$ cat src/design/dbc_pkg.sv
// Constants, register map and state type of the DRAM bank controller
package dbc_pkg;
    // ==========================================================
    // Register map (byte offsets)
    localparam logic [7:0] OFS_BLK0 = 8'h00;
    localparam logic [7:0] OFS_TIM = 8'h10;
    localparam logic [7:0] OFS_SMM = 8'h14;
    localparam logic [7:0] OFS_CTRL = 8'h18;
    localparam logic [7:0] OFS_STAT = 8'h1C;
    localparam int NUM_REGS = 8;
    localparam logic [2:0] IDX_TIM = 3'(OFS_TIM >> 2);
    localparam logic [2:0] IDX_SMM = 3'(OFS_SMM >> 2);
    localparam logic [2:0] IDX_CTRL = 3'(OFS_CTRL >> 2);
    localparam logic [2:0] IDX_STAT = 3'(OFS_STAT >> 2);
    // ==========================================================
    // Reset values and writable masks
    localparam logic [31:0] RST_BLK = 32'h0000_0000;
    localparam logic [31:0] RST_TIM = 32'h0000_7E7E;
    localparam logic [31:0] RST_SMM = 32'h0000_0000;
    localparam logic [31:0] RST_CTRL = 32'h0000_0000;
    localparam logic [31:0] MSK_BLK = 32'h0000_0FFF;
    localparam logic [31:0] MSK_TIM = 32'h0000_7F7F;
    localparam logic [31:0] MSK_SMM = 32'h0001_FFFF;
    localparam logic [31:0] MSK_CTRL = 32'h0000_0003;
    // ==========================================================
    // Field positions
    localparam int F_START = 0;
    localparam int F_DEPTH = 8;
    localparam int F_TWO = 10;
    localparam int F_EN = 11;
    localparam int F_RD = 0;
    localparam int F_WRB = 2;
    localparam int F_WS = 3;
    localparam int F_RCD = 4;
    localparam int F_REF = 5;
    localparam int F_PRE = 6;
    localparam int F_MST = 8;
    localparam int F_SMM_EN = 16;
    localparam int F_HI_PIN = 0;
    localparam int F_BUF_PIN = 1;
    // ==========================================================
    // Geometry
    localparam int NUM_BLOCKS = 4;
    localparam int NUM_BANKS = 8;
    localparam int NUM_LANES = 4;
    localparam int BURST_BEATS = 4;
    localparam int MB_SHIFT = 20;
    localparam int SMM_SHIFT = 16;
    // ==========================================================
    // Timing: T states, and ticks of aclk per T state
    localparam int TICKS_PER_T = 2;
    localparam int T_RD_LEAD = 3;
    localparam int T_RD_SUB = 2;
    localparam int T_WR_LEAD = 3;
    localparam int T_WR_SUB = 2;
    localparam int T_SW_LEN = 3;
    localparam int T_RCD = 2;
    localparam int T_REF = 3;
    localparam int T_PRE = 2;
    localparam int FAST_TRIM_TICKS = 1;
    localparam logic [1:0] RESP_OKAY = 2'b00;
    localparam logic [1:0] RESP_SLVERR = 2'b10;
    typedef enum logic [2:0] {
        ST_IDLE, ST_MISS, ST_ROW, ST_BEAT, ST_PRE, ST_RF_CAS, ST_RF_RAS
    } dbc_state_e;
endpackage : dbc_pkg

$ cat src/design/dbc_dram_ctrl.sv
// DRAM bank controller: decode, strobe timing, refresh and register file
//
// Decided for this implementation: the register offsets and the AXI4-Lite register port.
`timescale 1ns/100ps
// Behaviour
// - Eight row strobes, one per bank
// - Eight banks grouped as four blocks
// - Each bank selected by exactly one strobe
// - Four shared column strobes gate byte lanes
// - Per-block size, bank count and start
// - Bus masters use their own timing set
// - Burst reads 3-2-2-2, 4-3-3-3, 5-4-4-4
// - Single writes take one or two waits
// - Burst writes 3-2-2-2 or 4-3-3-3
// - Row-to-column delay 2/3, fast 1.5/2.5
// - Refresh row strobe width 3 or 4
// - Row precharge of 2 or 3 clocks
// - Depths 256K to 16M via muxing
// - Twelve row, ten column for 4M
// - 16M: 13/11 bits, extra bit pin
// - Optional data buffer control output
// - Device-select claimed cycles are not local
// - Write-backs accepted as burst writes
// - Hit-modified stalls master reads until cleared
// - SMM areas only reachable in SMM
// - Column-before-row refresh, other cycles wait
// - Done signals withheld during refresh
module dbc_dram_ctrl
    import dbc_pkg::*;
(
    input wire logic aclk,
    input wire logic aresetn,
    input wire logic ce,
    input wire logic [7:0] s_axi_awaddr,
    input wire logic s_axi_awvalid,
    output logic s_axi_awready,
    input wire logic [31:0] s_axi_wdata,
    input wire logic [3:0] s_axi_wstrb,
    input wire logic s_axi_wvalid,
    output logic s_axi_wready,
    output logic [1:0] s_axi_bresp,
    output logic s_axi_bvalid,
    input wire logic s_axi_bready,
    input wire logic [7:0] s_axi_araddr,
    input wire logic s_axi_arvalid,
    output logic s_axi_arready,
    output logic [31:0] s_axi_rdata,
    output logic [1:0] s_axi_rresp,
    output logic s_axi_rvalid,
    input wire logic s_axi_rready,
    input wire logic req_valid,
    input wire logic req_write,
    input wire logic req_burst,
    input wire logic req_master,
    input wire logic req_smm,
    input wire logic req_ldev_n,
    input wire logic [31:0] req_addr,
    input wire logic [3:0] req_be,
    input wire logic cpu_hit_modified_n,
    input wire logic refresh_req,
    output logic cycle_done_n,
    output logic burst_done_n,
    output logic mem_miss,
    output logic refresh_ack,
    output logic [NUM_BANKS-1:0] ras_n,
    output logic [NUM_LANES-1:0] cas_n,
    output logic mem_we_n,
    output logic [11:0] mem_addr,
    output logic mem_addr_high_bit,
    output logic buf_en_n,
    output logic buf_dir_rd
);
    // ==========================================================
    // Helpers
    // Block hit: {hit, upper bank}; address and start in 1 MB units
    function automatic logic [1:0] dbc_hit(input logic [11:0] a, input logic [31:0] c);
        logic [11:0] st;
        logic [11:0] off;
        logic [11:0] sz;
        st = {4'h0, c[F_START+:8]};
        off = a - st;
        sz = 12'h001 << {c[F_DEPTH+:2], 1'b0};
        dbc_hit[1] = c[F_EN] && (a >= st) && (off < (c[F_TWO] ? (sz << 1) : sz));
        dbc_hit[0] = off >= sz;
    endfunction : dbc_hit

    // Row or column address for a word address and device depth
    function automatic logic [12:0] dbc_mux(input logic [23:0] wa, input logic [1:0] d,
                                            input logic col);
        logic [4:0] cb;
        logic [4:0] rb;
        cb = (d == 2'd0) ? 5'd9 : (d == 2'd3) ? 5'd11 : 5'd10;
        rb = (d == 2'd0) ? 5'd9 : (d == 2'd1) ? 5'd10 : (d == 2'd2) ? 5'd12 : 5'd13;
        if (col) begin
            dbc_mux = 13'(wa & ~(24'hFF_FFFF << cb));
        end else begin
            dbc_mux = 13'((wa >> cb) & ~(24'hFF_FFFF << rb));
        end
    endfunction : dbc_mux

    dbc_state_e state;
    logic [31:0] cfg [NUM_REGS-1];
    logic [3:0] tick;
    logic [1:0] beat;
    logic ref_pend;
    logic cpu_hit_modified_n_s1, cpu_hit_modified_n_s2, cpu_hit_modified_n_s3, cpu_hit_modified_n_n_q;
    logic lat_wr, lat_burst;
    logic [3:0] lat_be;
    logic [23:0] lat_wa;
    logic [1:0] lat_depth;
    logic [2:0] lat_bank;
    logic [6:0] lat_tim;
    logic aw_h, w_h;
    logic [2:0] aw_idx;

    // ==========================================================
    // Decode of the pending request
    logic hit_any;
    logic [2:0] hit_bank;
    logic [1:0] hit_depth;
    logic [1:0] h;
    always_comb begin
        hit_any = 1'b0;
        hit_bank = 3'd0;
        hit_depth = 2'd0;
        h = 2'b00;
        // Descending scan so the lowest block wins an overlap
        for (int i = NUM_BLOCKS - 1; i >= 0; i--) begin
            h = dbc_hit(req_addr[31:MB_SHIFT], cfg[i]);
            if (h[1]) begin
                hit_any = 1'b1;
                hit_bank = {2'(i), h[0]};
                hit_depth = cfg[i][F_DEPTH+:2];
            end
        end
    end

    // Acceptance and locality
    logic cpu_hit_modified_n_act, smm_block, take, is_local, go_acc;
    assign cpu_hit_modified_n_act = !cpu_hit_modified_n_n_q;
    assign smm_block = cfg[IDX_SMM][F_SMM_EN] && !req_smm
        && (req_addr[31:SMM_SHIFT] == cfg[IDX_SMM][15:0]);
    // Master reads wait while the processor flushes a modified line
    assign take = (state == ST_IDLE) && !ref_pend && req_valid
        && !(cpu_hit_modified_n_act && req_master && !req_write);
    assign is_local = hit_any && req_ldev_n && !smm_block;
    assign go_acc = take && is_local;

    // ==========================================================
    // Timing derived from the latched set
    logic fast;
    logic [3:0] lead_t, sub_t, rcd_tk, first_end, beat_end, pre_end, ref_end;
    always_comb begin
        fast = !lat_wr && (lat_tim[F_RD+:2] == 2'd0);
        if (lat_wr) begin
            lead_t = lat_burst ? 4'(T_WR_LEAD + lat_tim[F_WRB])
                               : 4'(T_SW_LEN + lat_tim[F_WS]);
            sub_t = 4'(T_WR_SUB + lat_tim[F_WRB]);
        end else begin
            lead_t = 4'(T_RD_LEAD + lat_tim[F_RD+:2]);
            sub_t = 4'(T_RD_SUB + lat_tim[F_RD+:2]);
        end
        rcd_tk = 4'((T_RCD + lat_tim[F_RCD]) * TICKS_PER_T - (fast ? FAST_TRIM_TICKS : 0));
        first_end = (4'(lead_t * TICKS_PER_T) > 4'(rcd_tk + 4'd1))
            ? 4'(lead_t * TICKS_PER_T - 1) : 4'(rcd_tk + 4'd1);
        beat_end = (state == ST_ROW) ? first_end : 4'(sub_t * TICKS_PER_T - 1);
        pre_end = 4'((T_PRE + lat_tim[F_PRE]) * TICKS_PER_T - 1);
        ref_end = 4'((T_REF + lat_tim[F_REF]) * TICKS_PER_T - 1);
    end

    logic beat_fin, last_beat, acc_end, rf_end, rf_go;
    assign beat_fin = (state == ST_ROW || state == ST_BEAT) && (tick == beat_end);
    assign last_beat = !lat_burst || (beat == 2'(BURST_BEATS - 1));
    assign acc_end = beat_fin && last_beat;
    assign rf_end = (state == ST_RF_RAS) && (tick == ref_end);
    assign rf_go = (state == ST_IDLE) && ref_pend;

    // Column address of this and the next beat, line-wrapped in the low bits
    logic [1:0] next_beat;
    logic [12:0] col_now, col_next, row_req;
    assign next_beat = beat + 2'd1;
    assign col_now = dbc_mux({lat_wa[23:2], lat_wa[1:0] + beat}, lat_depth, 1'b1);
    assign col_next = dbc_mux({lat_wa[23:2], lat_wa[1:0] + next_beat}, lat_depth, 1'b1);
    assign row_req = dbc_mux(req_addr[25:2], hit_depth, 1'b0);

    // ==========================================================
    // Hit-modified pin synchroniser; a change counts once stages agree
    always_ff @(posedge aclk) begin
        if (!aresetn) begin
            cpu_hit_modified_n_s1 <= 1'b1;
            cpu_hit_modified_n_s2 <= 1'b1;
            cpu_hit_modified_n_s3 <= 1'b1;
            cpu_hit_modified_n_n_q <= 1'b1;
        end else if (ce) begin
            cpu_hit_modified_n_s1 <= cpu_hit_modified_n;
            cpu_hit_modified_n_s2 <= cpu_hit_modified_n_s1;
            cpu_hit_modified_n_s3 <= cpu_hit_modified_n_s2;
            if (cpu_hit_modified_n_s2 == cpu_hit_modified_n_s3) begin
                cpu_hit_modified_n_n_q <= cpu_hit_modified_n_s3;
            end
        end
    end

    // Refresh request; a new request beats the clear
    always_ff @(posedge aclk) begin
        if (!aresetn) begin
            ref_pend <= 1'b0;
        end else if (ce) begin
            ref_pend <= refresh_req || (ref_pend && !rf_go);
        end
    end

    // ==========================================================
    // Main sequencer; refresh wins over a waiting access
    always_ff @(posedge aclk) begin
        if (!aresetn) begin
            state <= ST_IDLE;
            tick <= 4'd0;
            beat <= 2'd0;
        end else if (ce) begin
            case (state)
                ST_IDLE: begin
                    tick <= 4'd0;
                    beat <= 2'd0;
                    if (rf_go) begin
                        state <= ST_RF_CAS;
                    end else if (take) begin
                        state <= is_local ? ST_ROW : ST_MISS;
                    end
                end
                ST_MISS: state <= ST_IDLE;
                ST_ROW, ST_BEAT: begin
                    if (beat_fin) begin
                        tick <= 4'd0;
                        beat <= next_beat;
                        state <= last_beat ? ST_PRE : ST_BEAT;
                    end else begin
                        tick <= tick + 4'd1;
                    end
                end
                ST_PRE: begin
                    tick <= tick + 4'd1;
                    if (tick == pre_end) begin
                        state <= ST_IDLE;
                    end
                end
                ST_RF_CAS: state <= ST_RF_RAS;
                ST_RF_RAS: begin
                    tick <= rf_end ? 4'd0 : tick + 4'd1;
                    if (rf_end) begin
                        state <= ST_PRE;
                    end
                end
                default: state <= ST_IDLE;
            endcase
        end
    end

    // Request capture; the timing set follows the requester type
    always_ff @(posedge aclk) begin
        if (!aresetn) begin
            lat_wr <= 1'b0;
            lat_burst <= 1'b0;
            lat_be <= 4'h0;
            lat_wa <= 24'h00_0000;
            lat_depth <= 2'd0;
            lat_bank <= 3'd0;
            lat_tim <= RST_TIM[6:0];
        end else if (ce) begin
            if (rf_go) begin
                lat_tim <= cfg[IDX_TIM][6:0];
            end else if (go_acc) begin
                lat_wr <= req_write;
                lat_burst <= req_burst;
                lat_be <= req_be;
                lat_wa <= req_addr[25:2];
                lat_depth <= hit_depth;
                lat_bank <= hit_bank;
                lat_tim <= req_master ? cfg[IDX_TIM][F_MST+:7] : cfg[IDX_TIM][6:0];
            end
        end
    end

    // ==========================================================
    // DRAM strobes and address lines
    always_ff @(posedge aclk) begin
        if (!aresetn) begin
            ras_n <= '1;
            cas_n <= '1;
            mem_we_n <= 1'b1;
            mem_addr <= 12'h000;
            mem_addr_high_bit <= 1'b0;
        end else if (ce) begin
            if (go_acc) begin
                ras_n <= ~(8'h01 << hit_bank);
                mem_we_n <= !req_write;
                mem_addr <= row_req[11:0];
                mem_addr_high_bit <= row_req[12] && cfg[IDX_CTRL][F_HI_PIN];
            end
            // Column address goes out one tick ahead of its strobe
            if (state == ST_ROW && tick == 4'(rcd_tk - 4'd2)) begin
                mem_addr <= col_now[11:0];
                mem_addr_high_bit <= col_now[12] && cfg[IDX_CTRL][F_HI_PIN];
            end
            if (state == ST_ROW && tick == 4'(rcd_tk - 4'd1)) begin
                cas_n <= lat_wr ? ~lat_be : '0;
            end
            if (state == ST_BEAT && tick == 4'd0) begin
                cas_n <= lat_wr ? ~lat_be : '0;
            end
            if (beat_fin && !last_beat) begin
                cas_n <= '1;
                mem_addr <= col_next[11:0];
                mem_addr_high_bit <= col_next[12] && cfg[IDX_CTRL][F_HI_PIN];
            end
            // Column-before-row refresh needs no address
            if (rf_go) begin
                cas_n <= '0;
            end
            if (state == ST_RF_CAS) begin
                ras_n <= '0;
            end
            if (acc_end || rf_end) begin
                ras_n <= '1;
                cas_n <= '1;
                mem_we_n <= 1'b1;
            end
        end
    end

    // Cycle answers; nothing completes while refresh owns the array
    always_ff @(posedge aclk) begin
        if (!aresetn) begin
            cycle_done_n <= 1'b1;
            burst_done_n <= 1'b1;
            mem_miss <= 1'b0;
            refresh_ack <= 1'b0;
            buf_en_n <= 1'b1;
            buf_dir_rd <= 1'b0;
        end else if (ce) begin
            cycle_done_n <= !acc_end;
            burst_done_n <= !(beat_fin && lat_burst);
            mem_miss <= take && !is_local;
            refresh_ack <= rf_go;
            if (go_acc && cfg[IDX_CTRL][F_BUF_PIN]) begin
                buf_en_n <= 1'b0;
                buf_dir_rd <= !req_write;
            end else if (acc_end) begin
                buf_en_n <= 1'b1;
            end
        end
    end

    // ==========================================================
    // AXI4-Lite slave; address and data taken in either order
    logic wr_do, aw_ok;
    logic [2:0] ar_idx;
    logic [31:0] wr_msk, w_dat;
    logic [3:0] w_stb;
    assign wr_do = aw_h && w_h && !s_axi_bvalid;
    assign wr_msk = dbc_msk(aw_idx);
    assign aw_ok = (aw_idx != IDX_STAT);
    assign ar_idx = s_axi_araddr[4:2];
    always_ff @(posedge aclk) begin
        if (!aresetn) begin
            s_axi_awready <= 1'b1;
            s_axi_wready <= 1'b1;
            s_axi_bvalid <= 1'b0;
            s_axi_bresp <= RESP_OKAY;
            aw_h <= 1'b0;
            w_h <= 1'b0;
            aw_idx <= 3'd0;
            w_dat <= 32'h0000_0000;
            w_stb <= 4'h0;
            for (int i = 0; i < NUM_REGS - 1; i++) begin
                cfg[i] <= (i < NUM_BLOCKS) ? RST_BLK : (i == IDX_TIM) ? RST_TIM
                    : (i == IDX_SMM) ? RST_SMM : RST_CTRL;
            end
        end else if (ce) begin
            if (s_axi_awvalid && s_axi_awready) begin
                aw_h <= 1'b1;
                s_axi_awready <= 1'b0;
                // Offsets beyond the map fold onto the status slot
                aw_idx <= (s_axi_awaddr[7:5] == 3'd0) ? s_axi_awaddr[4:2] : IDX_STAT;
            end
            if (s_axi_wvalid && s_axi_wready) begin
                w_h <= 1'b1;
                // The master may move wdata once taken, so keep a copy
                w_dat <= s_axi_wdata;
                w_stb <= s_axi_wstrb;
                s_axi_wready <= 1'b0;
            end
            if (wr_do) begin
                s_axi_bvalid <= 1'b1;
                s_axi_bresp <= aw_ok ? RESP_OKAY : RESP_SLVERR;
                for (int b = 0; b < 4; b++) begin
                    if (aw_ok && w_stb[b]) begin
                        cfg[aw_idx][8*b+:8] <= w_dat[8*b+:8] & wr_msk[8*b+:8];
                    end
                end
            end
            if (s_axi_bvalid && s_axi_bready) begin
                s_axi_bvalid <= 1'b0;
                aw_h <= 1'b0;
                w_h <= 1'b0;
                s_axi_awready <= 1'b1;
                s_axi_wready <= 1'b1;
            end
        end
    end

    // Writable bits of a register slot
    function automatic logic [31:0] dbc_msk(input logic [2:0] idx);
        dbc_msk = (idx < 3'(NUM_BLOCKS)) ? MSK_BLK : (idx == IDX_TIM) ? MSK_TIM
            : (idx == IDX_SMM) ? MSK_SMM : MSK_CTRL;
    endfunction : dbc_msk

    // Read channel; status shows live sequencer state
    always_ff @(posedge aclk) begin
        if (!aresetn) begin
            s_axi_arready <= 1'b1;
            s_axi_rvalid <= 1'b0;
            s_axi_rdata <= 32'h0000_0000;
            s_axi_rresp <= RESP_OKAY;
        end else if (ce) begin
            if (s_axi_arvalid && s_axi_arready) begin
                s_axi_arready <= 1'b0;
                s_axi_rvalid <= 1'b1;
                s_axi_rresp <= (s_axi_araddr[7:5] == 3'd0) ? RESP_OKAY : RESP_SLVERR;
                if (s_axi_araddr[7:5] != 3'd0) begin
                    s_axi_rdata <= 32'h0000_0000;
                end else if (ar_idx == IDX_STAT) begin
                    s_axi_rdata <= {24'h00_0000, cpu_hit_modified_n_act, ref_pend, lat_bank, 3'(state)};
                end else begin
                    s_axi_rdata <= cfg[ar_idx];
                end
            end
            if (s_axi_rvalid && s_axi_rready) begin
                s_axi_rvalid <= 1'b0;
                s_axi_arready <= 1'b1;
            end
        end
    end

    // ==========================================================
    // Checks; a frozen clock enable pauses them
    logic [3:0] hi_cnt;
    always_ff @(posedge aclk) begin
        if (!aresetn) begin
            hi_cnt <= 4'hF;
        end else if (ce) begin
            hi_cnt <= !(&ras_n) ? 4'h0 : (hi_cnt == 4'hF) ? 4'hF : hi_cnt + 4'h1;
        end
    end
endmodule : dbc_dram_ctrl

$ cat config.mk
export PLATFORM = sky130hd
export DESIGN_NAME = dbc_dram_ctrl
export DESIGN_NICKNAME = d
export VERILOG_FILES = /design/src/design/dbc_pkg.sv /design/src/design/dbc_dram_ctrl.sv
export SDC_FILE = /design/constraint.sdc
export NUM_CORES = 1
export LEC_CHECK = 0
export ABC_AREA = 0
export BUFFER_PORTS_ARGS = -buffer_cell sky130_fd_sc_hd__buf_2
export CAP_MARGIN = 40
export CORE_MARGIN = 1
export CORE_UTILIZATION = 59
export DETAILED_ROUTE_END_ITERATION = 10
export PLACE_DENSITY = 0.81
export SLEW_MARGIN = 20
export SYNTH_ARGS = -nofsm -noshare
export SYNTH_HDL_FRONTEND = slang
export SYNTH_SLANG_ARGS = --single-unit
$ cat constraint.sdc
create_clock -name aclk -period 7.6 [get_ports aclk]
set_input_delay 0.76 -clock aclk [delete_from_list [all_inputs] [get_ports aclk]]
set_output_delay 0.76 -clock aclk [all_outputs]
set_load 0.01 [all_outputs]
### Word-level counts from Yosys, hierarchy flattened

Memory sizes are Yosys's and may differ from the RTL's.
Cells that the tools add are included.
W data, S select, Z words.

* memories kept: 1
* bits in registers: 159
* bits in latches: 0
* input port bits: 104
* ROM bits: 0
* RAM bits: 224
* output and inout port bits: 73
* logic and storage cells: 338

Memory list
* cfg: depth 7, bits a word 32, read ports 8, clocked after memory_dff 0, write ports 7, line dbc_dram_ctrl.sv:102 `logic [31:0] cfg [NUM_REGS-1];`

* add/subtract/negate cells: 24
* equality and inequality tests: 25
* muxes and demuxes: 110
* $lt $le $gt $ge: 14
* bitwise logic cells: 12
* reductions and logical operators: 105
* divide/modulo/power cells: 0
* shift operators: 8
* multiply operators: 0

Operators with widths (count)
* $mux W32: 3
* $mux W12: 7
* $mux W17: 3
* $mux W3: 17
* $mux W1: 50
* $ge A12 B12 Y1: 4
* $ge A12 B8 Y1: 4
* $lt A12 B12 Y1: 4
* $shl A1 B3 Y12 const A: 4
* $shl A24 B4 Y13 const A: 2
* $sub A12 B8 Y12: 4
* $logic_and A1 B1 Y1: 45
* $mux W4: 11
* $and A13 B13 Y13: 3
* $reduce_and A2 Y1: 17
* $reduce_or A32 Y1: 1
* $not A13 Y13: 2
* $mux W8: 3
* $shr A24 B4 Y13: 1
* $mux W7: 3
* $eq A4 B4 Y1: 5
* $mux W2: 10
* $sub A4 B1 Y4 const B: 5
* $add A2 B1 Y3 const A: 6
* 38 further kinds: 84

### Longest topological paths before layout

Gate-level depths: netlist of run 1.
An unclocked memory read counts as a cell.

* depth in word-level cells: 20
* depth in mapped cells: 28
* depth with buffers taken out: 25

### Worst setup path before layout of run 1

Ideal clock, no wire load.

* path kind: input -> register
* start point: in req_addr[20]
* end point: reg mem_addr[4]
* path buffers: 2
* stages: 24
* arrival: 5.770 ns
* library setup time: 0.134 ns
* setup slack: 1.696 ns
* data required time: 7.466 ns
* cells stage by stage: inv_1 ha_1 inv_1 fa_1 a211oi_1 o21ai_0 a21oi_1 xnor2_1 ha_1 a21o_1 a22oi_1 o2111ai_1 nor4_1 nand3_1 nand2_1 a221oi_1 or2_2 ha_1 clkbuf_1 buf_1 mux2_2 o21a_1 mux2i_1 a211oi_1

* word-level cells in the longest chain between the ends: 17
* elaborated cells on any way between the ends: 52
* those cells by class: add/sub: 4; order compare: 8; eq/ne: 4; shift: 2; mux: 16; bitwise: 2; reduce/logical: 16

RTL lines
* start, declared: line dbc_dram_ctrl.sv:57 `input wire logic [31:0] req_addr,`
* $sub A12 B8 Y12 or $ge A12 B8 Y1 (tied branches): line dbc_dram_ctrl.sv:81, dbc_dram_ctrl.sv:83
* $lt A12 B12 Y1 or $logic_and A1 B1 Y1 (tied branches): line dbc_dram_ctrl.sv:83 `dbc_hit[1] = c[F_EN] && (a >= st) && (off < (c[F_TWO] ? (sz << 1) : sz));`
* $logic_and A1 B1 Y1: line dbc_dram_ctrl.sv:83
* $mux W2 (4 in series): line dbc_dram_ctrl.sv:130 `if (h[1]) begin`
* $eq A2 B2 Y1: line dbc_dram_ctrl.sv:93 `rb = (d == 2'd0) ? 5'd9 : (d == 2'd1) ? 5'd10 : (d == 2'd2) ? 5'd12 : 5'd13;`
* $mux W1: line dbc_dram_ctrl.sv:93
* $mux W3 (2 in series): line dbc_dram_ctrl.sv:93
* $shl A24 B4 Y13: line dbc_dram_ctrl.sv:97 `dbc_mux = 13'((wa >> cb) & ~(24'hFF_FFFF << rb));`
* $not A13 Y13: line dbc_dram_ctrl.sv:97
* $and A13 B13 Y13: line dbc_dram_ctrl.sv:97
* $mux W12: line dbc_dram_ctrl.sv:294 `if (go_acc) begin`
* $mux W12: line dbc_dram_ctrl.sv:301 `if (state == ST_ROW && tick == 4'(rcd_tk - 4'd2)) begin`
* $mux W12: line dbc_dram_ctrl.sv:311 `if (beat_fin && !last_beat) begin`
* end signal, assigned: line dbc_dram_ctrl.sv:297 `mem_addr <= row_req[11:0];`
* end signal, assigned: line dbc_dram_ctrl.sv:302 `mem_addr <= col_now[11:0];`
* end signal, assigned: line dbc_dram_ctrl.sv:313 `mem_addr <= col_next[11:0];`
* end, declared: line dbc_dram_ctrl.sv:68 `output logic [11:0] mem_addr,`

Several ways; a longest one is shown, not always the timed one. The select of a mux whose other input is x is not followed.
A chain may end at the register's enable or synchronous reset.

### Final worst setup path of run 1

* start point: in req_addr[20]
* end point: reg mem_addr[0]

The elaborated chain is that of the path after synthesis.

==> impl_results.html, run 1 <==
<table>
<tr><th>Metric</th><th>Value</th></tr>
<tr><th colspan="2">Synth</th></tr>
<tr><td>Count of synthesis-stage warnings from yosys</td><td>0</td></tr>
<tr><td>Unique masters post-synth</td><td>87</td></tr>
<tr><td>Complex-gate fraction of the synthesized area</td><td>13.7%</td></tr>
<tr><td>Sequential share of the synthesized area</td><td>41.7%</td></tr>
<tr><td>Number of instances in the synthesized netlist</td><td>1,575</td></tr>
<tr><td>Multiplexer share of the synthesized area</td><td>9.19%</td></tr>
<tr><td>Xor/xnor cell area share of the yosys netlist</td><td>2.67%</td></tr>
<tr><td>Async S/R FF share, synth</td><td>0%</td></tr>
<tr><td>Basic-gate share of the synthesized area counting and, or, nand and nor cells</td><td>19.0%</td></tr>
<tr><td>Dominant combinational cell family by area after synthesis</td><td>simple AND/OR/NAND/NOR gates</td></tr>
<tr><td>Post-synthesis sequential element count</td><td>252</td></tr>
<tr><td>Post-synth EDFFs</td><td>111</td></tr>
<tr><td>Post-synth top flop</td><td>sky130_fd_sc_hd__dfxtp_1</td></tr>
<tr><td>Adder and majority gate portion of the synthesized area</td><td>8.50%</td></tr>
<tr><td>Post-synthesis instance area</td><td>14,800 um2</td></tr>
<tr><td>Syn avg cell area</td><td>9.38 um2</td></tr>
<tr><th colspan="2">Placement</th></tr>
<tr><td>Minimum setup slack after placement</td><td>957 ps</td></tr>
<tr><td>Detailed placement HPWL</td><td>29,100 um</td></tr>
<tr><td>Post-placement cell area</td><td>15,700 um2</td></tr>
<tr><td>Routability congestion estimate</td><td>0.922</td></tr>
<tr><td>Port-buffer cells</td><td>137</td></tr>
<tr><th colspan="2">Floorplan</th></tr>
<tr><td>Die X</td><td>160 um</td></tr>
<tr><td>Overall die area</td><td>25,700 um2</td></tr>
<tr><td>Standard cell core area</td><td>24,500 um2</td></tr>
<tr><td>Initial core utilization</td><td>60.4%</td></tr>
<tr><td>Vertical extent of the die</td><td>160 um</td></tr>
<tr><td>Site Rows</td><td>57</td></tr>
<tr><td>I/O Pins</td><td>177</td></tr>
<tr><th colspan="2">Routing</th></tr>
<tr><td>Wire per inst</td><td>19.5 um</td></tr>
<tr><td>Via count</td><td>12,500</td></tr>
<tr><td>Router iterations before antenna repair</td><td>5</td></tr>
<tr><td>Final Routed Wirelength</td><td>40,000 um</td></tr>
<tr><td>Drc violations</td><td>0</td></tr>
<tr><td>Number of DRC markers after the initial detailed-route iteration</td><td>1,230</td></tr>
<tr><td>Antenna viol nets, final</td><td>0</td></tr>
<tr><td>DR vias/cell</td><td>6.08</td></tr>
<tr><th colspan="2">Power and ir drop</th></tr>
<tr><td>Maximum ir drop on the vdd rail</td><td>0.188 mV</td></tr>
<tr><td>Sequential fraction of design power</td><td>44.6%</td></tr>
<tr><td>Reported net switching power</td><td>0.918 mW</td></tr>
<tr><td>Pwr per Cell Area</td><td>204 nW/um2</td></tr>
<tr><td>Internal portion of total power</td><td>2.47 mW</td></tr>
<tr><td>Switching part of the total power</td><td>27.1%</td></tr>
<tr><td>Clk network pwr share</td><td>39.6%</td></tr>
<tr><td>Logic pwr share</td><td>15.9%</td></tr>
<tr><td>Leak</td><td>6.86 nW</td></tr>
<tr><th colspan="2">Timing</th></tr>
<tr><td>Setup violators final</td><td>0</td></tr>
<tr><td>Total Negative Setup Slacks</td><td>0 ps</td></tr>
<tr><td>Maximum clock rate</td><td>0.163 GHz</td></tr>
<tr><td>Fin Clk Skew</td><td>26.4 ps</td></tr>
<tr><td>Unrepaired setup endpoints after global routing</td><td>false</td></tr>
<tr><td>Tcrit/Tclk final</td><td>80.6%</td></tr>
<tr><td>Pins over their slew limit</td><td>0</td></tr>
<tr><td>Number of endpoints with negative hold slack in the final report</td><td>0</td></tr>
<tr><td>Worst-case setup margin in the final layout</td><td>1470 ps</td></tr>
<tr><td>Slew at the pin closest to its max-slew limit</td><td>805 ps</td></tr>
<tr><td>Final critical path time including I/O delays and setup</td><td>6130 ps</td></tr>
<tr><td>Max_slew headroom</td><td>45.8%</td></tr>
<tr><th colspan="2">CTS</th></tr>
<tr><td>Number of buffers inserted to repair setup after CTS</td><td>0</td></tr>
<tr><td>CTS-repair resized insts</td><td>0</td></tr>
<tr><td>Clock tree from TritonCTS</td><td>done</td></tr>
<tr><td>Number of clock sinks</td><td>252</td></tr>
<tr><td>Root buf cell</td><td>sky130_fd_sc_hd__clkbuf_16</td></tr>
<tr><td>Clock edge transition at the registers on the reported setup and hold paths</td><td>60 ps</td></tr>
<tr><td>Source-to-sink clock delay at the later pin of the worst-skew pair</td><td>550 ps</td></tr>
<tr><td>Hold Buf Count CTS</td><td>0</td></tr>
<tr><td>CTS H-tree lvls</td><td>1</td></tr>
<tr><td>Deepest clock path buffer count</td><td>3</td></tr>
<tr><td>Total CTS buffers</td><td>26</td></tr>
<tr><th colspan="2">Global routing</th></tr>
<tr><td>Global-route wire length before repair</td><td>62,100 um</td></tr>
<tr><td>Gr ovfl total</td><td>0</td></tr>
<tr><td>GR Util All Layers</td><td>30.7%</td></tr>
<tr><td>Vias in the first global route</td><td>11,700</td></tr>
<tr><td>Maximum number of pins on one net before global-route repair</td><td>63</td></tr>
<tr><td>Initial antenna violation count</td><td>1</td></tr>
<tr><th colspan="2">Critical path</th></tr>
<tr><td>Master of the slowest instance on the critical path</td><td>sky130_fd_sc_hd__ha_1</td></tr>
<tr><td>Startpoint of the worst register-to-register path</td><td>cfg[0][1]</td></tr>
<tr><td>Combined buffer and inverter count along the critical path</td><td>3</td></tr>
<tr><td>Most common cell type on the critical path</td><td>sky130_fd_sc_hd__ha_1</td></tr>
<tr><td>CP Data Arrival Time</td><td>6520 ps</td></tr>
<tr><td>Critical Path Source Type</td><td>primary input</td></tr>
<tr><td>Largest driver fanout on the critical path</td><td>11</td></tr>
<tr><td>Critical Path Start</td><td>req_addr[20]</td></tr>
<tr><td>Critical path type</td><td>primary input to flop</td></tr>
<tr><td>Worst-path cell chain</td><td>buf_2 -&gt; inv_1 -&gt; ha_1 -&gt; inv_1 -&gt; fa_1 -&gt; a211oi_1 -&gt; o21ai_0 -&gt; a21oi_1 -&gt; xnor2_1 -&gt; ha_1 -&gt; a21o_1 -&gt; a22oi_1 -&gt; o2111ai_1 -&gt; nor4_1 -&gt; nand3_1 -&gt; nand2_1 -&gt; a221oi_1 -&gt; or2_2 -&gt; ha_1 -&gt; mux4_2 -&gt; a221oi_1 -&gt; a211oi_1</td></tr>
<tr><td>Top cell family by delay on the critical path</td><td>compound AO/OA/AOI/OAI gates</td></tr>
<tr><td>Critical path endpoint category</td><td>flop</td></tr>
<tr><td>CP required</td><td>8000 ps</td></tr>
<tr><td>Maximum cell stage delay along the critical path</td><td>620 ps</td></tr>
<tr><th colspan="2">Finish</th></tr>
<tr><td>Final #Nets</td><td>1,907</td></tr>
<tr><td>Area taken by flip-flops and latches</td><td>6160 um2</td></tr>
<tr><td>Post-synthesis to final-layout area growth</td><td>12.5%</td></tr>
<tr><td>Multi-input logic area</td><td>8030 um2</td></tr>
<tr><td>Ratio of cells with drive above 1 in the final layout</td><td>15.5%</td></tr>
<tr><td>Final design area excluding fillers</td><td>16,600 um2</td></tr>
<tr><td>Number of filler instances in the final layout</td><td>1,919</td></tr>
<tr><th colspan="2">Status</th></tr>
<tr><td>Outcome</td><td>finished clean</td></tr>
<tr><th colspan="2">Min path</th></tr>
<tr><td>Hold_sp</td><td>cpu_hit_modified_n</td></tr>
<tr><td>Class of the tightest hold or removal check</td><td>primary input to flop</td></tr>
<tr><th colspan="2">Flow run</th></tr>
<tr><td>Max-cap violations</td><td>0</td></tr>
</table>
==> layout by cell type, fill, tap and decap left out, types with 17 or more instances in the layout <==
master,Yosys,final
sky130_fd_sc_hd__o21ai_0,30,30
sky130_fd_sc_hd__xor2_1,30,30
sky130_fd_sc_hd__mux2i_1,43,43
sky130_fd_sc_hd__a211oi_1,30,30
sky130_fd_sc_hd__nor2_1,185,185
sky130_fd_sc_hd__a21o_1,17,17
sky130_fd_sc_hd__inv_1,83,82
sky130_fd_sc_hd__edfxtp_1,111,111
sky130_fd_sc_hd__and3_1,24,24
sky130_fd_sc_hd__dfxtp_1,141,141
sky130_fd_sc_hd__nand3_1,31,31
sky130_fd_sc_hd__mux4_2,39,39
sky130_fd_sc_hd__buf_2,10,137
sky130_fd_sc_hd__nand2_1,223,223
sky130_fd_sc_hd__nor3_1,21,21
sky130_fd_sc_hd__conb_1,1,49
sky130_fd_sc_hd__clkbuf_16,0,26
sky130_fd_sc_hd__a21oi_1,107,107
sky130_fd_sc_hd__ha_1,94,94
==> cells by family after synthesis <==
kind of cell,after synthesis
and+or+nand+nor,607
DFF,252
muxes,85
AOI/OAI and AO/OA,307
buffers and inverters,180
adders and majority gates,98
other,1
xor gates and xnor gates,45
==> area by class of cell <==
type	instances	area share, %
Timing Repair Buffer	149	4.77
Multi-Input combinational cell	1191	48.4
Sequential cell	252	37.1
Antenna cell	1	0.0151
Inverter	85	1.93
Tap cell	324	2.44
Clock inverter	14	1.21
Clock buffer	34	4.22
==> final timing paths <==
kind	endpoint	slack (ps)	depth (start not counted)
hold reg to reg	lat_be[3]	450	2
setup / recovery	mem_addr[0]	1470	22
hold / removal	cpu_hit_modified_n_s1	430	3
setup reg to reg	mem_addr[0]	1670	21
==> routing by layer <==
| metal | GRT usage [%] | vias up | part of all wire [%] |
|---|---|---|---|
| met5 | 0 | - | 0 |
| met4 | 10.4 | 0 | 3.4 |
| met3 | 4.39 | 99 | 9.4 |
| met2 | 50.4 | 668 | 46 |
| met1 | 41.7 | 5868 | 41 |
| li1 | - | 5819 | - |
==> cell usage after synthesis, types with 15 or more instances <==
master / n / area [um2]
sky130_fd_sc_hd__clkbuf_1: 57 / 214
sky130_fd_sc_hd__nand3_1: 31 / 155
sky130_fd_sc_hd__mux2i_1: 43 / 430
sky130_fd_sc_hd__edfxtp_1: 111 / 3330
sky130_fd_sc_hd__mux4_2: 39 / 878
sky130_fd_sc_hd__nor3_1: 21 / 105
sky130_fd_sc_hd__buf_4: 18 / 135
sky130_fd_sc_hd__nor2_1: 185 / 694
sky130_fd_sc_hd__dfxtp_1: 141 / 2820
sky130_fd_sc_hd__xnor2_1: 15 / 131
sky130_fd_sc_hd__and2_1: 16 / 100
sky130_fd_sc_hd__o21ai_0: 30 / 150
sky130_fd_sc_hd__a21oi_1: 107 / 536
sky130_fd_sc_hd__a211oi_1: 30 / 225
sky130_fd_sc_hd__or2_2: 15 / 93.8
sky130_fd_sc_hd__a21o_1: 17 / 128
sky130_fd_sc_hd__nor2b_1: 15 / 93.8
sky130_fd_sc_hd__and3_1: 24 / 150
sky130_fd_sc_hd__nand2_1: 223 / 837
sky130_fd_sc_hd__inv_1: 83 / 312
sky130_fd_sc_hd__xor2_1: 30 / 263
sky130_fd_sc_hd__ha_1: 94 / 1180
==> through the flow <==
stage               cells  hold WS (ps)  utilization, %  power [mW]
floorplan            1623           409               -        1.91
global placement     1995           426            64.0        2.04
detailed placement   1998           436            64.1        2.06
CTS                  2046           424            67.8        3.38
global route         2050           446            67.9        3.51
finish               2050           430            67.9        3.39
==> power by group through the flow <==
stage          Combinational (mW)  Clock [mW]  Sequential, mW
5_1_grt                     0.596        1.39            1.52
3_5_place_dp                0.524           0            1.54
6_report                    0.538        1.34            1.51
2_1_floorplan               0.405           0            1.51
3_3_place_gp                0.508           0            1.54
4_1_cts                     0.531        1.34            1.51
==> worst reg2reg max path, cell delays in order (launching register included) <==
cell,delay [ps]
sky130_fd_sc_hd__edfxtp_1,390
sky130_fd_sc_hd__inv_1,130
sky130_fd_sc_hd__ha_1,240
sky130_fd_sc_hd__nor2b_1,140
sky130_fd_sc_hd__o31a_1,270
sky130_fd_sc_hd__o211ai_1,280
sky130_fd_sc_hd__nand3b_1,120
sky130_fd_sc_hd__a21o_1,200
sky130_fd_sc_hd__xor2_1,240
sky130_fd_sc_hd__ha_1,300
sky130_fd_sc_hd__and3_1,170
sky130_fd_sc_hd__a22oi_1,150
sky130_fd_sc_hd__o2111ai_1,120
sky130_fd_sc_hd__nor4_1,390
sky130_fd_sc_hd__nand3_1,320
sky130_fd_sc_hd__nand2_1,280
sky130_fd_sc_hd__a221oi_1,90
sky130_fd_sc_hd__or2_2,380
sky130_fd_sc_hd__ha_1,620
sky130_fd_sc_hd__mux4_2,580
sky130_fd_sc_hd__a221oi_1,280
sky130_fd_sc_hd__a211oi_1,110
==> flip-flops by register name, summed over array words and instances, names as in the netlist, 7 cells and up <==
name and flops:
cfg 128, lat_tim 7, w_dat 17, lat_wa 11, ras_n 8, s_axi_rdata 17
mem_addr 12
No activity file was read; power rests on OpenSTA's default activity.
==> run 2: changes to the inputs <==
--- a/config.mk
+++ b/config.mk
@@ -9,9 +9,9 @@
 export BUFFER_PORTS_ARGS = -buffer_cell sky130_fd_sc_hd__buf_2
 export CAP_MARGIN = 40
 export CORE_MARGIN = 1
-export CORE_UTILIZATION = 59
+export CORE_UTILIZATION = 53
 export DETAILED_ROUTE_END_ITERATION = 10
-export PLACE_DENSITY = 0.81
+export PLACE_DENSITY = 0.77
 export SLEW_MARGIN = 20
 export SYNTH_ARGS = -nofsm -noshare
 export SYNTH_HDL_FRONTEND = slang
==> constraint.sdc (replaced) <==
create_clock -name aclk -period 5.4 [get_ports aclk]
set_input_delay 0.54 -clock aclk [delete_from_list [all_inputs] [get_ports aclk]]
set_output_delay 0.54 -clock aclk [all_outputs]
set_load 0.01 [all_outputs]
==> run 2 against run 1 <==
Against the previous run:
- sequential share of layout area down 1.4 points
- sequential cell count unchanged
- non-clock buffer count up 68
- routed wire length up 3.6%
- core utilization down 4.5 points
- first-iteration DRC count down 10%
- count of clock-buffer cells in the layout down 2
- clock skew down 14 ps
- setup slack worse by 1300 ps
- clock power up 40%
- sequential power up 40%
- die area up 11%
- largest cell class unchanged
==> impl_results.html, run 2 (synthesized netlist as in run 1, its figures left out) <==
<table>
<tr><th>Metric</th><th>Value</th></tr>
<tr><th colspan="2">Power and ir drop</th></tr>
<tr><td>Clk network pwr share</td><td>39.0% (-0.6 points)</td></tr>
<tr><td>Reported net switching power</td><td>1.32 mW (+44%)</td></tr>
<tr><td>Pwr per Cell Area</td><td>278 nW/um2 (+36%)</td></tr>
<tr><td>Switching part of the total power</td><td>27.6% (+0.50 points)</td></tr>
<tr><td>Sequential fraction of design power</td><td>44.3% (-0.3 points)</td></tr>
<tr><td>Internal portion of total power</td><td>3.48 mW (+41%)</td></tr>
<tr><td>Leak</td><td>7.21 nW (+5.0%)</td></tr>
<tr><td>Logic pwr share</td><td>16.8% (+0.9 points)</td></tr>
<tr><td>Maximum ir drop on the vdd rail</td><td>0.267 mV (+42%)</td></tr>
<tr><th colspan="2">Timing</th></tr>
<tr><td>Slew at the pin closest to its max-slew limit</td><td>931 ps (+126 ps)</td></tr>
<tr><td>Number of endpoints with negative hold slack in the final report</td><td>0 (unchanged)</td></tr>
<tr><td>Max_slew headroom</td><td>37.1% (-8.7 points)</td></tr>
<tr><td>Tcrit/Tclk final</td><td>96.9%</td></tr>
<tr><td>Final critical path time including I/O delays and setup</td><td>5230 ps</td></tr>
<tr><td>Maximum clock rate</td><td>0.191 GHz</td></tr>
<tr><td>Pins over their slew limit</td><td>0 (unchanged)</td></tr>
<tr><td>Worst-case setup margin in the final layout</td><td>170 ps (-1300 ps)</td></tr>
<tr><td>Total Negative Setup Slacks</td><td>0 ps (unchanged)</td></tr>
<tr><td>Fin Clk Skew</td><td>12.1 ps (-14.3 ps)</td></tr>
<tr><td>Final worst hold slack</td><td>209 ps (-221 ps)</td></tr>
<tr><td>Setup violators final</td><td>0 (unchanged)</td></tr>
<tr><th colspan="2">Critical path</th></tr>
<tr><td>Critical path endpoint category</td><td>flop</td></tr>
<tr><td>Critical path type</td><td>flop to flop</td></tr>
<tr><td>CP required</td><td>5830 ps (-2170 ps)</td></tr>
<tr><td>Largest driver fanout on the critical path</td><td>6 (-5)</td></tr>
<tr><td>CP Data Arrival Time</td><td>5660 ps (-860 ps)</td></tr>
<tr><td>Critical Path Source Type</td><td>flop</td></tr>
<tr><th colspan="2">Finish</th></tr>
<tr><td>Most common cell after layout, fill and taps aside</td><td>sky130_fd_sc_hd__nand2_1</td></tr>
<tr><td>Registers with the most flip-flops</td><td>cfg (128), s_axi_rdata (17), w_dat (17)</td></tr>
<tr><td>Flip-flop count of the largest register, all copies and words added</td><td>128 (unchanged)</td></tr>
<tr><td>Post-synthesis to final-layout area growth</td><td>16.8%</td></tr>
<tr><td>Most frequent cells in the layout</td><td>223 x sky130_fd_sc_hd__nand2_1, 185 x sky130_fd_sc_hd__nor2_1, 141 x sky130_fd_sc_hd__dfxtp_1</td></tr>
<tr><td>Final design area excluding fillers</td><td>17,200 um2 (+3.8%)</td></tr>
<tr><td>Number of filler instances in the final layout</td><td>2,251 (+17%)</td></tr>
<tr><td>Ratio of cells with drive above 1 in the final layout</td><td>19.4% (+3.9 points)</td></tr>
<tr><td>Final #Nets</td><td>1,975 (+3.6%)</td></tr>
<tr><td>Finished Layout Cells</td><td>2,166 (+5.7%)</td></tr>
<tr><td>Largest Register</td><td>cfg</td></tr>
<tr><th colspan="2">Min path</th></tr>
<tr><td>Class of the tightest hold or removal check</td><td>primary input to flop</td></tr>
<tr><th colspan="2">Global routing</th></tr>
<tr><td>GR Util All Layers</td><td>29.1% (-1.6 points)</td></tr>
<tr><td>Gr ovfl total</td><td>0 (unchanged)</td></tr>
<tr><td>Maximum number of pins on one net before global-route repair</td><td>69 (+9.5%)</td></tr>
<tr><td>Initial antenna violation count</td><td>1 (unchanged)</td></tr>
<tr><td>Vias in the first global route</td><td>12,200 (+3.8%)</td></tr>
<tr><td>Global-route wire length before repair</td><td>64,800 um (+4.4%)</td></tr>
<tr><th colspan="2">Floorplan</th></tr>
<tr><td>Vertical extent of the die</td><td>169 um (+5.4%)</td></tr>
<tr><td>Die X</td><td>169 um (+5.4%)</td></tr>
<tr><td>Site Rows</td><td>60 (+5.3%)</td></tr>
<tr><td>Overall die area</td><td>28,500 um2 (+11%)</td></tr>
<tr><td>I/O Pins</td><td>177 (unchanged)</td></tr>
<tr><td>Standard cell core area</td><td>27,200 um2 (+11%)</td></tr>
<tr><td>Initial core utilization</td><td>54.4% (-6.0 points)</td></tr>
<tr><th colspan="2">Placement</th></tr>
<tr><td>Detailed placement HPWL</td><td>31,300 um (+7.3%)</td></tr>
<tr><td>Minimum setup slack after placement</td><td>-376 ps (-1330 ps)</td></tr>
<tr><td>Routability congestion estimate</td><td>0.949 (+3.0%)</td></tr>
<tr><td>Cell count after placement</td><td>2,110 (+5.6%)</td></tr>
<tr><td>Post-placement cell area</td><td>16,200 um2 (+3.5%)</td></tr>
<tr><td>Port-buffer cells</td><td>137 (unchanged)</td></tr>
<tr><th colspan="2">CTS</th></tr>
<tr><td>Deepest clock path buffer count</td><td>3 (unchanged)</td></tr>
<tr><td>Clock tree from TritonCTS</td><td>done</td></tr>
<tr><td>CTS H-tree lvls</td><td>1 (unchanged)</td></tr>
<tr><td>Total CTS buffers</td><td>26 (unchanged)</td></tr>
<tr><td>Clock edge transition at the registers on the reported setup and hold paths</td><td>60 ps (about the same)</td></tr>
<tr><td>Root buf cell</td><td>sky130_fd_sc_hd__clkbuf_16</td></tr>
<tr><td>Source-to-sink clock delay at the later pin of the worst-skew pair</td><td>550 ps (about the same)</td></tr>
<tr><td>Number of clock sinks</td><td>252 (unchanged)</td></tr>
<tr><td>Hold Buf Count CTS</td><td>0 (unchanged)</td></tr>
<tr><th colspan="2">Routing</th></tr>
<tr><td>Drc violations</td><td>0 (unchanged)</td></tr>
<tr><td>Number of DRC markers after the initial detailed-route iteration</td><td>1,105 (-10%)</td></tr>
<tr><td>Wire per inst</td><td>19.2 um (-1.9%)</td></tr>
<tr><td>Via count</td><td>12,700 (+2.0%)</td></tr>
<tr><td>Final Routed Wirelength</td><td>41,500 um (+3.6%)</td></tr>
<tr><td>DR vias/cell</td><td>5.87 (-3.5%)</td></tr>
<tr><td>Antenna viol nets, final</td><td>0 (unchanged)</td></tr>
<tr><td>Router iterations before antenna repair</td><td>6 (+1)</td></tr>
<tr><th colspan="2">Flow run</th></tr>
<tr><td>Max-cap violations</td><td>0 (unchanged)</td></tr>
<tr><th colspan="2">Status</th></tr>
<tr><td>Outcome</td><td>finished clean</td></tr>
</table>
-- run 2: changes by cell type in the layout (fill, tap and decap cells not counted), sizes merged --
cell | before | now
buf | 148 | 216
bufinv | 4 | 2
clkbuf | 35 | 33
clkinv | 9 | 11
inv | 86 | 88
-- run 2: repair_timing --
action | CTS | global route
gates resized for setup | 2 | 9
pin swaps | 1 | 4
buffers inserted | 0 | 3
endpoints found under the setup margin | 11 | 13
cloned | 0 | 0
-- run 2: per-stage QoR --
stage	power [mW]	utilization, %
floorplan	2.70	-
global placement	2.92	59.6
detailed placement	2.94	59.7
CTS	4.79	63.1
global route	5.00	63.5
finish	4.80	63.5
-- run 2: worst paths after layout --
path	startpoint	end	slack, ps	depth (start not counted)
worst max register to register	cfg[0][1]	mem_addr[0]	170	21
worst min-delay path	cpu_hit_modified_n	cpu_hit_modified_n_s1	210	3
worst min register to register	cfg[6][16]	cfg[6][16]	440	2
worst max-delay path	cfg[0][1]	mem_addr[0]	170	21
-- run 2: power groups by stage --
stage | logic [mW] | registers [mW] | clock network, mW
floorplan | 0.571 | 2.12 | 0
global placement | 0.756 | 2.16 | 0
detailed placement | 0.780 | 2.16 | 0
CTS | 0.788 | 2.12 | 1.88
global route | 0.897 | 2.13 | 1.98
finish | 0.805 | 2.12 | 1.87
-- run 2: critical path: stages (launching register included) --
cell and delay (ps):
sky130_fd_sc_hd__edfxtp_1 470, sky130_fd_sc_hd__inv_2 100, sky130_fd_sc_hd__ha_1 220, sky130_fd_sc_hd__nor2b_1 140, sky130_fd_sc_hd__o31a_1 260, sky130_fd_sc_hd__o211ai_1 250
sky130_fd_sc_hd__nand3b_1 120, sky130_fd_sc_hd__a21o_1 210, sky130_fd_sc_hd__xor2_1 150, sky130_fd_sc_hd__ha_1 330, sky130_fd_sc_hd__and3_1 180, sky130_fd_sc_hd__a22oi_2 130
sky130_fd_sc_hd__o2111ai_1 160, sky130_fd_sc_hd__nor4_2 390, sky130_fd_sc_hd__nand3_2 210, sky130_fd_sc_hd__nand2b_1 140, sky130_fd_sc_hd__o22ai_1 110, sky130_fd_sc_hd__or2_4 280
sky130_fd_sc_hd__ha_4 310, sky130_fd_sc_hd__mux4_2 510, sky130_fd_sc_hd__a221oi_1 310, sky130_fd_sc_hd__a211oi_1 120
-- run 2: final cells by class --
type,count,area (um2),area share [%]
multi-input combinational,1191,8070,46.8
sequential,252,6160,35.7
timing repair buffer,217,1320,7.65
inverter,85,320,1.86
antenna,1,2.50,0.0145
tap,372,465,2.70
clock buffer,32,734,4.26
clock inverter,16,173,1.00
-- run 2: metal layers --
| layer | share of wire, % | global-route usage [%] | vias up |
|---|---|---|---|
| met5 | 0 | 0 | - |
| met4 | 3.9 | 11.4 | 0 |
| met3 | 9.8 | 5.78 | 108 |
| met2 | 46 | 47.9 | 661 |
| met1 | 40 | 37.8 | 5955 |
| li1 | - | - | 5980 |
==> run 3: changes to the inputs <==
--- a/config.mk
+++ b/config.mk
@@ -6,12 +6,12 @@
 export NUM_CORES = 1
 export LEC_CHECK = 0
 export ABC_AREA = 0
-export BUFFER_PORTS_ARGS = -buffer_cell sky130_fd_sc_hd__buf_2
 export CAP_MARGIN = 40
 export CORE_MARGIN = 1
-export CORE_UTILIZATION = 53
+export CORE_UTILIZATION = 58
 export DETAILED_ROUTE_END_ITERATION = 10
-export PLACE_DENSITY = 0.77
+export DONT_BUFFER_PORTS = 1
+export PLACE_DENSITY = 0.76
 export SLEW_MARGIN = 20
 export SYNTH_ARGS = -nofsm -noshare
 export SYNTH_HDL_FRONTEND = slang
==> run 3 against run 2 <==
Against the previous run:
- die area down 8.5%
- final area down 6.2%
- critical path depth up 4
- highest routed layer unchanged
==> impl_results.html, run 3 (synthesized netlist as in run 1, its figures left out) <==
<table>
<tr><th>Metric</th><th>Value</th></tr>
<tr><th colspan="2">Floorplan</th></tr>
<tr><td>Site Rows</td><td>58 (-3.3%)</td></tr>
<tr><td>Overall die area</td><td>26,100 um2 (-8.5%)</td></tr>
<tr><td>Die X</td><td>162 um (-4.4%)</td></tr>
<tr><td>Vertical extent of the die</td><td>162 um (-4.4%)</td></tr>
<tr><td>Initial core utilization</td><td>58.8% (+4.5 points)</td></tr>
<tr><td>Standard cell core area</td><td>25,100 um2 (-7.6%)</td></tr>
<tr><td>I/O Pins</td><td>177 (unchanged)</td></tr>
<tr><th colspan="2">Critical path</th></tr>
<tr><td>Critical Path Start</td><td>cfg[0][1]</td></tr>
<tr><td>Largest driver fanout on the critical path</td><td>7 (+1)</td></tr>
<tr><td>Capture instance of the worst register-to-register path</td><td>mem_addr[11]</td></tr>
<tr><td>Worst Reg2Reg Path Length in Cells</td><td>25 (+19%)</td></tr>
<tr><td>CP Data Arrival Time</td><td>5530 ps (-130 ps)</td></tr>
<tr><td>Critical path type</td><td>flop to flop</td></tr>
<tr><td>Crit path to</td><td>mem_addr[11]</td></tr>
<tr><td>Startpoint of the worst register-to-register path</td><td>cfg[0][1]</td></tr>
<tr><td>CP required</td><td>5790 ps (-40 ps)</td></tr>
<tr><td>Critical Path Source Type</td><td>flop</td></tr>
<tr><td>Critical path endpoint category</td><td>flop</td></tr>
<tr><td>Setup slack, reg-to-reg</td><td>260 ps (+90 ps)</td></tr>
<tr><th colspan="2">CTS</th></tr>
<tr><td>Root buf cell</td><td>sky130_fd_sc_hd__clkbuf_16</td></tr>
<tr><td>Clock tree from TritonCTS</td><td>done</td></tr>
<tr><td>Number of clock sinks</td><td>252 (unchanged)</td></tr>
<tr><td>Source-to-sink clock delay at the later pin of the worst-skew pair</td><td>540 ps (about the same)</td></tr>
<tr><td>CTS H-tree lvls</td><td>1 (unchanged)</td></tr>
<tr><td>Clock edge transition at the registers on the reported setup and hold paths</td><td>70 ps (about the same)</td></tr>
<tr><td>Deepest clock path buffer count</td><td>3 (unchanged)</td></tr>
<tr><td>Total CTS buffers</td><td>25 (-3.8%)</td></tr>
<tr><th colspan="2">Routing</th></tr>
<tr><td>Router iterations before antenna repair</td><td>7 (+1)</td></tr>
<tr><td>Wire per inst</td><td>20.4 um (+6.6%)</td></tr>
<tr><td>Via count</td><td>12,000 (-5.2%)</td></tr>
<tr><td>Antenna viol nets, final</td><td>0 (unchanged)</td></tr>
<tr><td>Met3 routed WL</td><td>4150 um (+2.0%)</td></tr>
<tr><td>DRT met1 WL</td><td>15,600 um (-5.7%)</td></tr>
<tr><td>DR vias/cell</td><td>6.17 (+5.3%)</td></tr>
<tr><td>Number of DRC markers after the initial detailed-route iteration</td><td>1,032 (-6.6%)</td></tr>
<tr><td>Highest signal layer in the routed design</td><td>met4</td></tr>
<tr><td>Met2 WL</td><td>18,400 um (-4.2%)</td></tr>
<tr><td>Drc violations</td><td>0 (unchanged)</td></tr>
<tr><td>Final Routed Wirelength</td><td>39,800 um (-4.0%)</td></tr>
<tr><th colspan="2">Timing</th></tr>
<tr><td>Tcrit/Tclk final</td><td>95.2% (-1.7 points)</td></tr>
<tr><td>Slew at the pin closest to its max-slew limit</td><td>874 ps (-56.5 ps)</td></tr>
<tr><td>Total Negative Setup Slacks</td><td>0 ps (unchanged)</td></tr>
<tr><td>Maximum clock rate</td><td>0.195 GHz (+1.8%)</td></tr>
<tr><td>Number of endpoints with negative hold slack in the final report</td><td>0 (unchanged)</td></tr>
<tr><td>Final critical path time including I/O delays and setup</td><td>5140 ps (-91.8 ps)</td></tr>
<tr><td>Fin Clk Skew</td><td>14.8 ps (+2.69 ps)</td></tr>
<tr><td>Max_slew headroom</td><td>41.4% (+4.2 points)</td></tr>
<tr><td>Pins over their slew limit</td><td>0 (unchanged)</td></tr>
<tr><td>Worst-case setup margin in the final layout</td><td>262 ps (+91.8 ps)</td></tr>
<tr><td>Setup violators final</td><td>0 (unchanged)</td></tr>
<tr><th colspan="2">Finish</th></tr>
<tr><td>Flip-flop count of the largest register, all copies and words added</td><td>128 (unchanged)</td></tr>
<tr><td>Post-synthesis to final-layout area growth</td><td>9.49%</td></tr>
<tr><td>Ratio of cells with drive above 1 in the final layout</td><td>10.5% (-8.9 points)</td></tr>
<tr><td>Most common cell after layout, fill and taps aside</td><td>sky130_fd_sc_hd__nand2_1</td></tr>
<tr><td>Final #Nets</td><td>1,803 (-8.7%)</td></tr>
<tr><td>Most frequent cells in the layout</td><td>223 x sky130_fd_sc_hd__nand2_1, 185 x sky130_fd_sc_hd__nor2_1, 141 x sky130_fd_sc_hd__dfxtp_1</td></tr>
<tr><td>Registers with the most flip-flops</td><td>cfg (128), s_axi_rdata (17), w_dat (17)</td></tr>
<tr><td>Largest Register</td><td>cfg</td></tr>
<tr><th colspan="2">Global routing</th></tr>
<tr><td>Maximum number of pins on one net before global-route repair</td><td>62 (-10%)</td></tr>
<tr><td>Initial antenna violation count</td><td>1 (unchanged)</td></tr>
<tr><td>Gr ovfl total</td><td>0 (unchanged)</td></tr>
<tr><td>GR Util All Layers</td><td>30.1% (+0.98 points)</td></tr>
<tr><td>Global-route wire length before repair</td><td>61,200 um (-5.6%)</td></tr>
<tr><td>Vias in the first global route</td><td>11,500 (-5.5%)</td></tr>
<tr><th colspan="2">Flow run</th></tr>
<tr><td>Max-cap violations</td><td>0 (unchanged)</td></tr>
<tr><th colspan="2">Power and ir drop</th></tr>
<tr><td>Leak</td><td>6.42 nW (-11%)</td></tr>
<tr><td>Maximum ir drop on the vdd rail</td><td>0.311 mV (+16%)</td></tr>
<tr><td>Pwr per Cell Area</td><td>286 nW/um2 (+2.6%)</td></tr>
<tr><th colspan="2">Placement</th></tr>
<tr><td>Port-buffer cells</td><td>0 (-100%)</td></tr>
<tr><td>Detailed placement HPWL</td><td>29,600 um (-5.4%)</td></tr>
<tr><td>Routability congestion estimate</td><td>0.977 (+3.0%)</td></tr>
<tr><td>Minimum setup slack after placement</td><td>-216 ps (+161 ps)</td></tr>
<tr><th colspan="2">Min path</th></tr>
<tr><td>Class of the tightest hold or removal check</td><td>primary input to flop</td></tr>
<tr><th colspan="2">Status</th></tr>
<tr><td>Outcome</td><td>finished clean</td></tr>
</table>
==> run 3: repair_timing <==
action,4_1_cts,5_1_grt
setup buffers,0,1
setup endpoints to repair,0,13
gates resized for setup,0,9
hold buffers,0,0
==> run 3: area by class of cell <==
type / count / area (um2)
Timing Repair Buffer: 46 / 358
Clock inverter: 13 / 164
Multi-Input combinational cell: 1191 / 8070
Clock buffer: 33 / 687
Antenna cell: 1 / 2.50
Inverter: 85 / 320
Fill cell: 2044 / 8940
Sequential cell: 252 / 6160
Tap cell: 330 / 413
==> run 3: how the worst min path moves through the flow <==
stage                     from                    end  slack (ps)  cells past startpoint
detailed placement  cfg[6][16]             cfg[6][16]         440                      2
floorplan           cfg[6][16]             cfg[6][16]         410                      2
CTS                    aresetn  cpu_hit_modified_n_s2          80                      1
finish                 aresetn  cpu_hit_modified_n_s2          70                      1
global placement    cfg[6][16]             cfg[6][16]         430                      2
global route           aresetn  cpu_hit_modified_n_s2          70                      1
==> run 3: worst max-delay path, stage by stage, from the launching register on <==
cell and delay (ps):
sky130_fd_sc_hd__edfxtp_1 400, sky130_fd_sc_hd__inv_2 100, sky130_fd_sc_hd__ha_1 220, sky130_fd_sc_hd__nor2b_1 130, sky130_fd_sc_hd__o31a_1 270, sky130_fd_sc_hd__o211ai_1 260, sky130_fd_sc_hd__nand3b_1 110, sky130_fd_sc_hd__a21o_1 210
sky130_fd_sc_hd__xor2_2 150, sky130_fd_sc_hd__ha_1 300, sky130_fd_sc_hd__and3_1 170, sky130_fd_sc_hd__buf_4 110, sky130_fd_sc_hd__nand3_1 60, sky130_fd_sc_hd__a211oi_1 280, sky130_fd_sc_hd__nor4_2 110, sky130_fd_sc_hd__and3_1 250
sky130_fd_sc_hd__or3_1 310, sky130_fd_sc_hd__o221ai_1 120, sky130_fd_sc_hd__inv_1 140, sky130_fd_sc_hd__ha_4 320, sky130_fd_sc_hd__buf_4 170, sky130_fd_sc_hd__mux2_2 340, sky130_fd_sc_hd__o21ai_0 190, sky130_fd_sc_hd__nor4b_1 90
sky130_fd_sc_hd__mux2i_1 130, sky130_fd_sc_hd__nor2_1 50
==> run 3: power breakdown <==
group	internal (mW)	switching (mW)
Clock	1.05	0.755
Combinational	0.303	0.380
Sequential	2.05	0.0779
==> run 3: through the flow <==
| step | total power, mW | utilization, % | std cells | area, um2 | hold slack (ps) |
|---|---|---|---|---|---|
| after global placement | 2.81 | 60.6 | 1898 | 15200 | 428 |
| after CTS | 4.61 | 64.2 | 1948 | 16100 | 80.3 |
| after detailed placement | 2.84 | 60.8 | 1902 | 15300 | 439 |
| after global routing | 4.79 | 64.4 | 1950 | 16200 | 69.5 |
| final | 4.62 | 64.4 | 1951 | 16200 | 71.4 |
| after floorplan | 2.70 | - | 1623 | 15000 | 409 |
==> run 3: per-layer routing <==
metal	up-vias	track usage, %
met2	602	48.7
met1	5690	38.5
li1	5642	-
met5	-	0
met4	0	13.4
met3	112	6.91
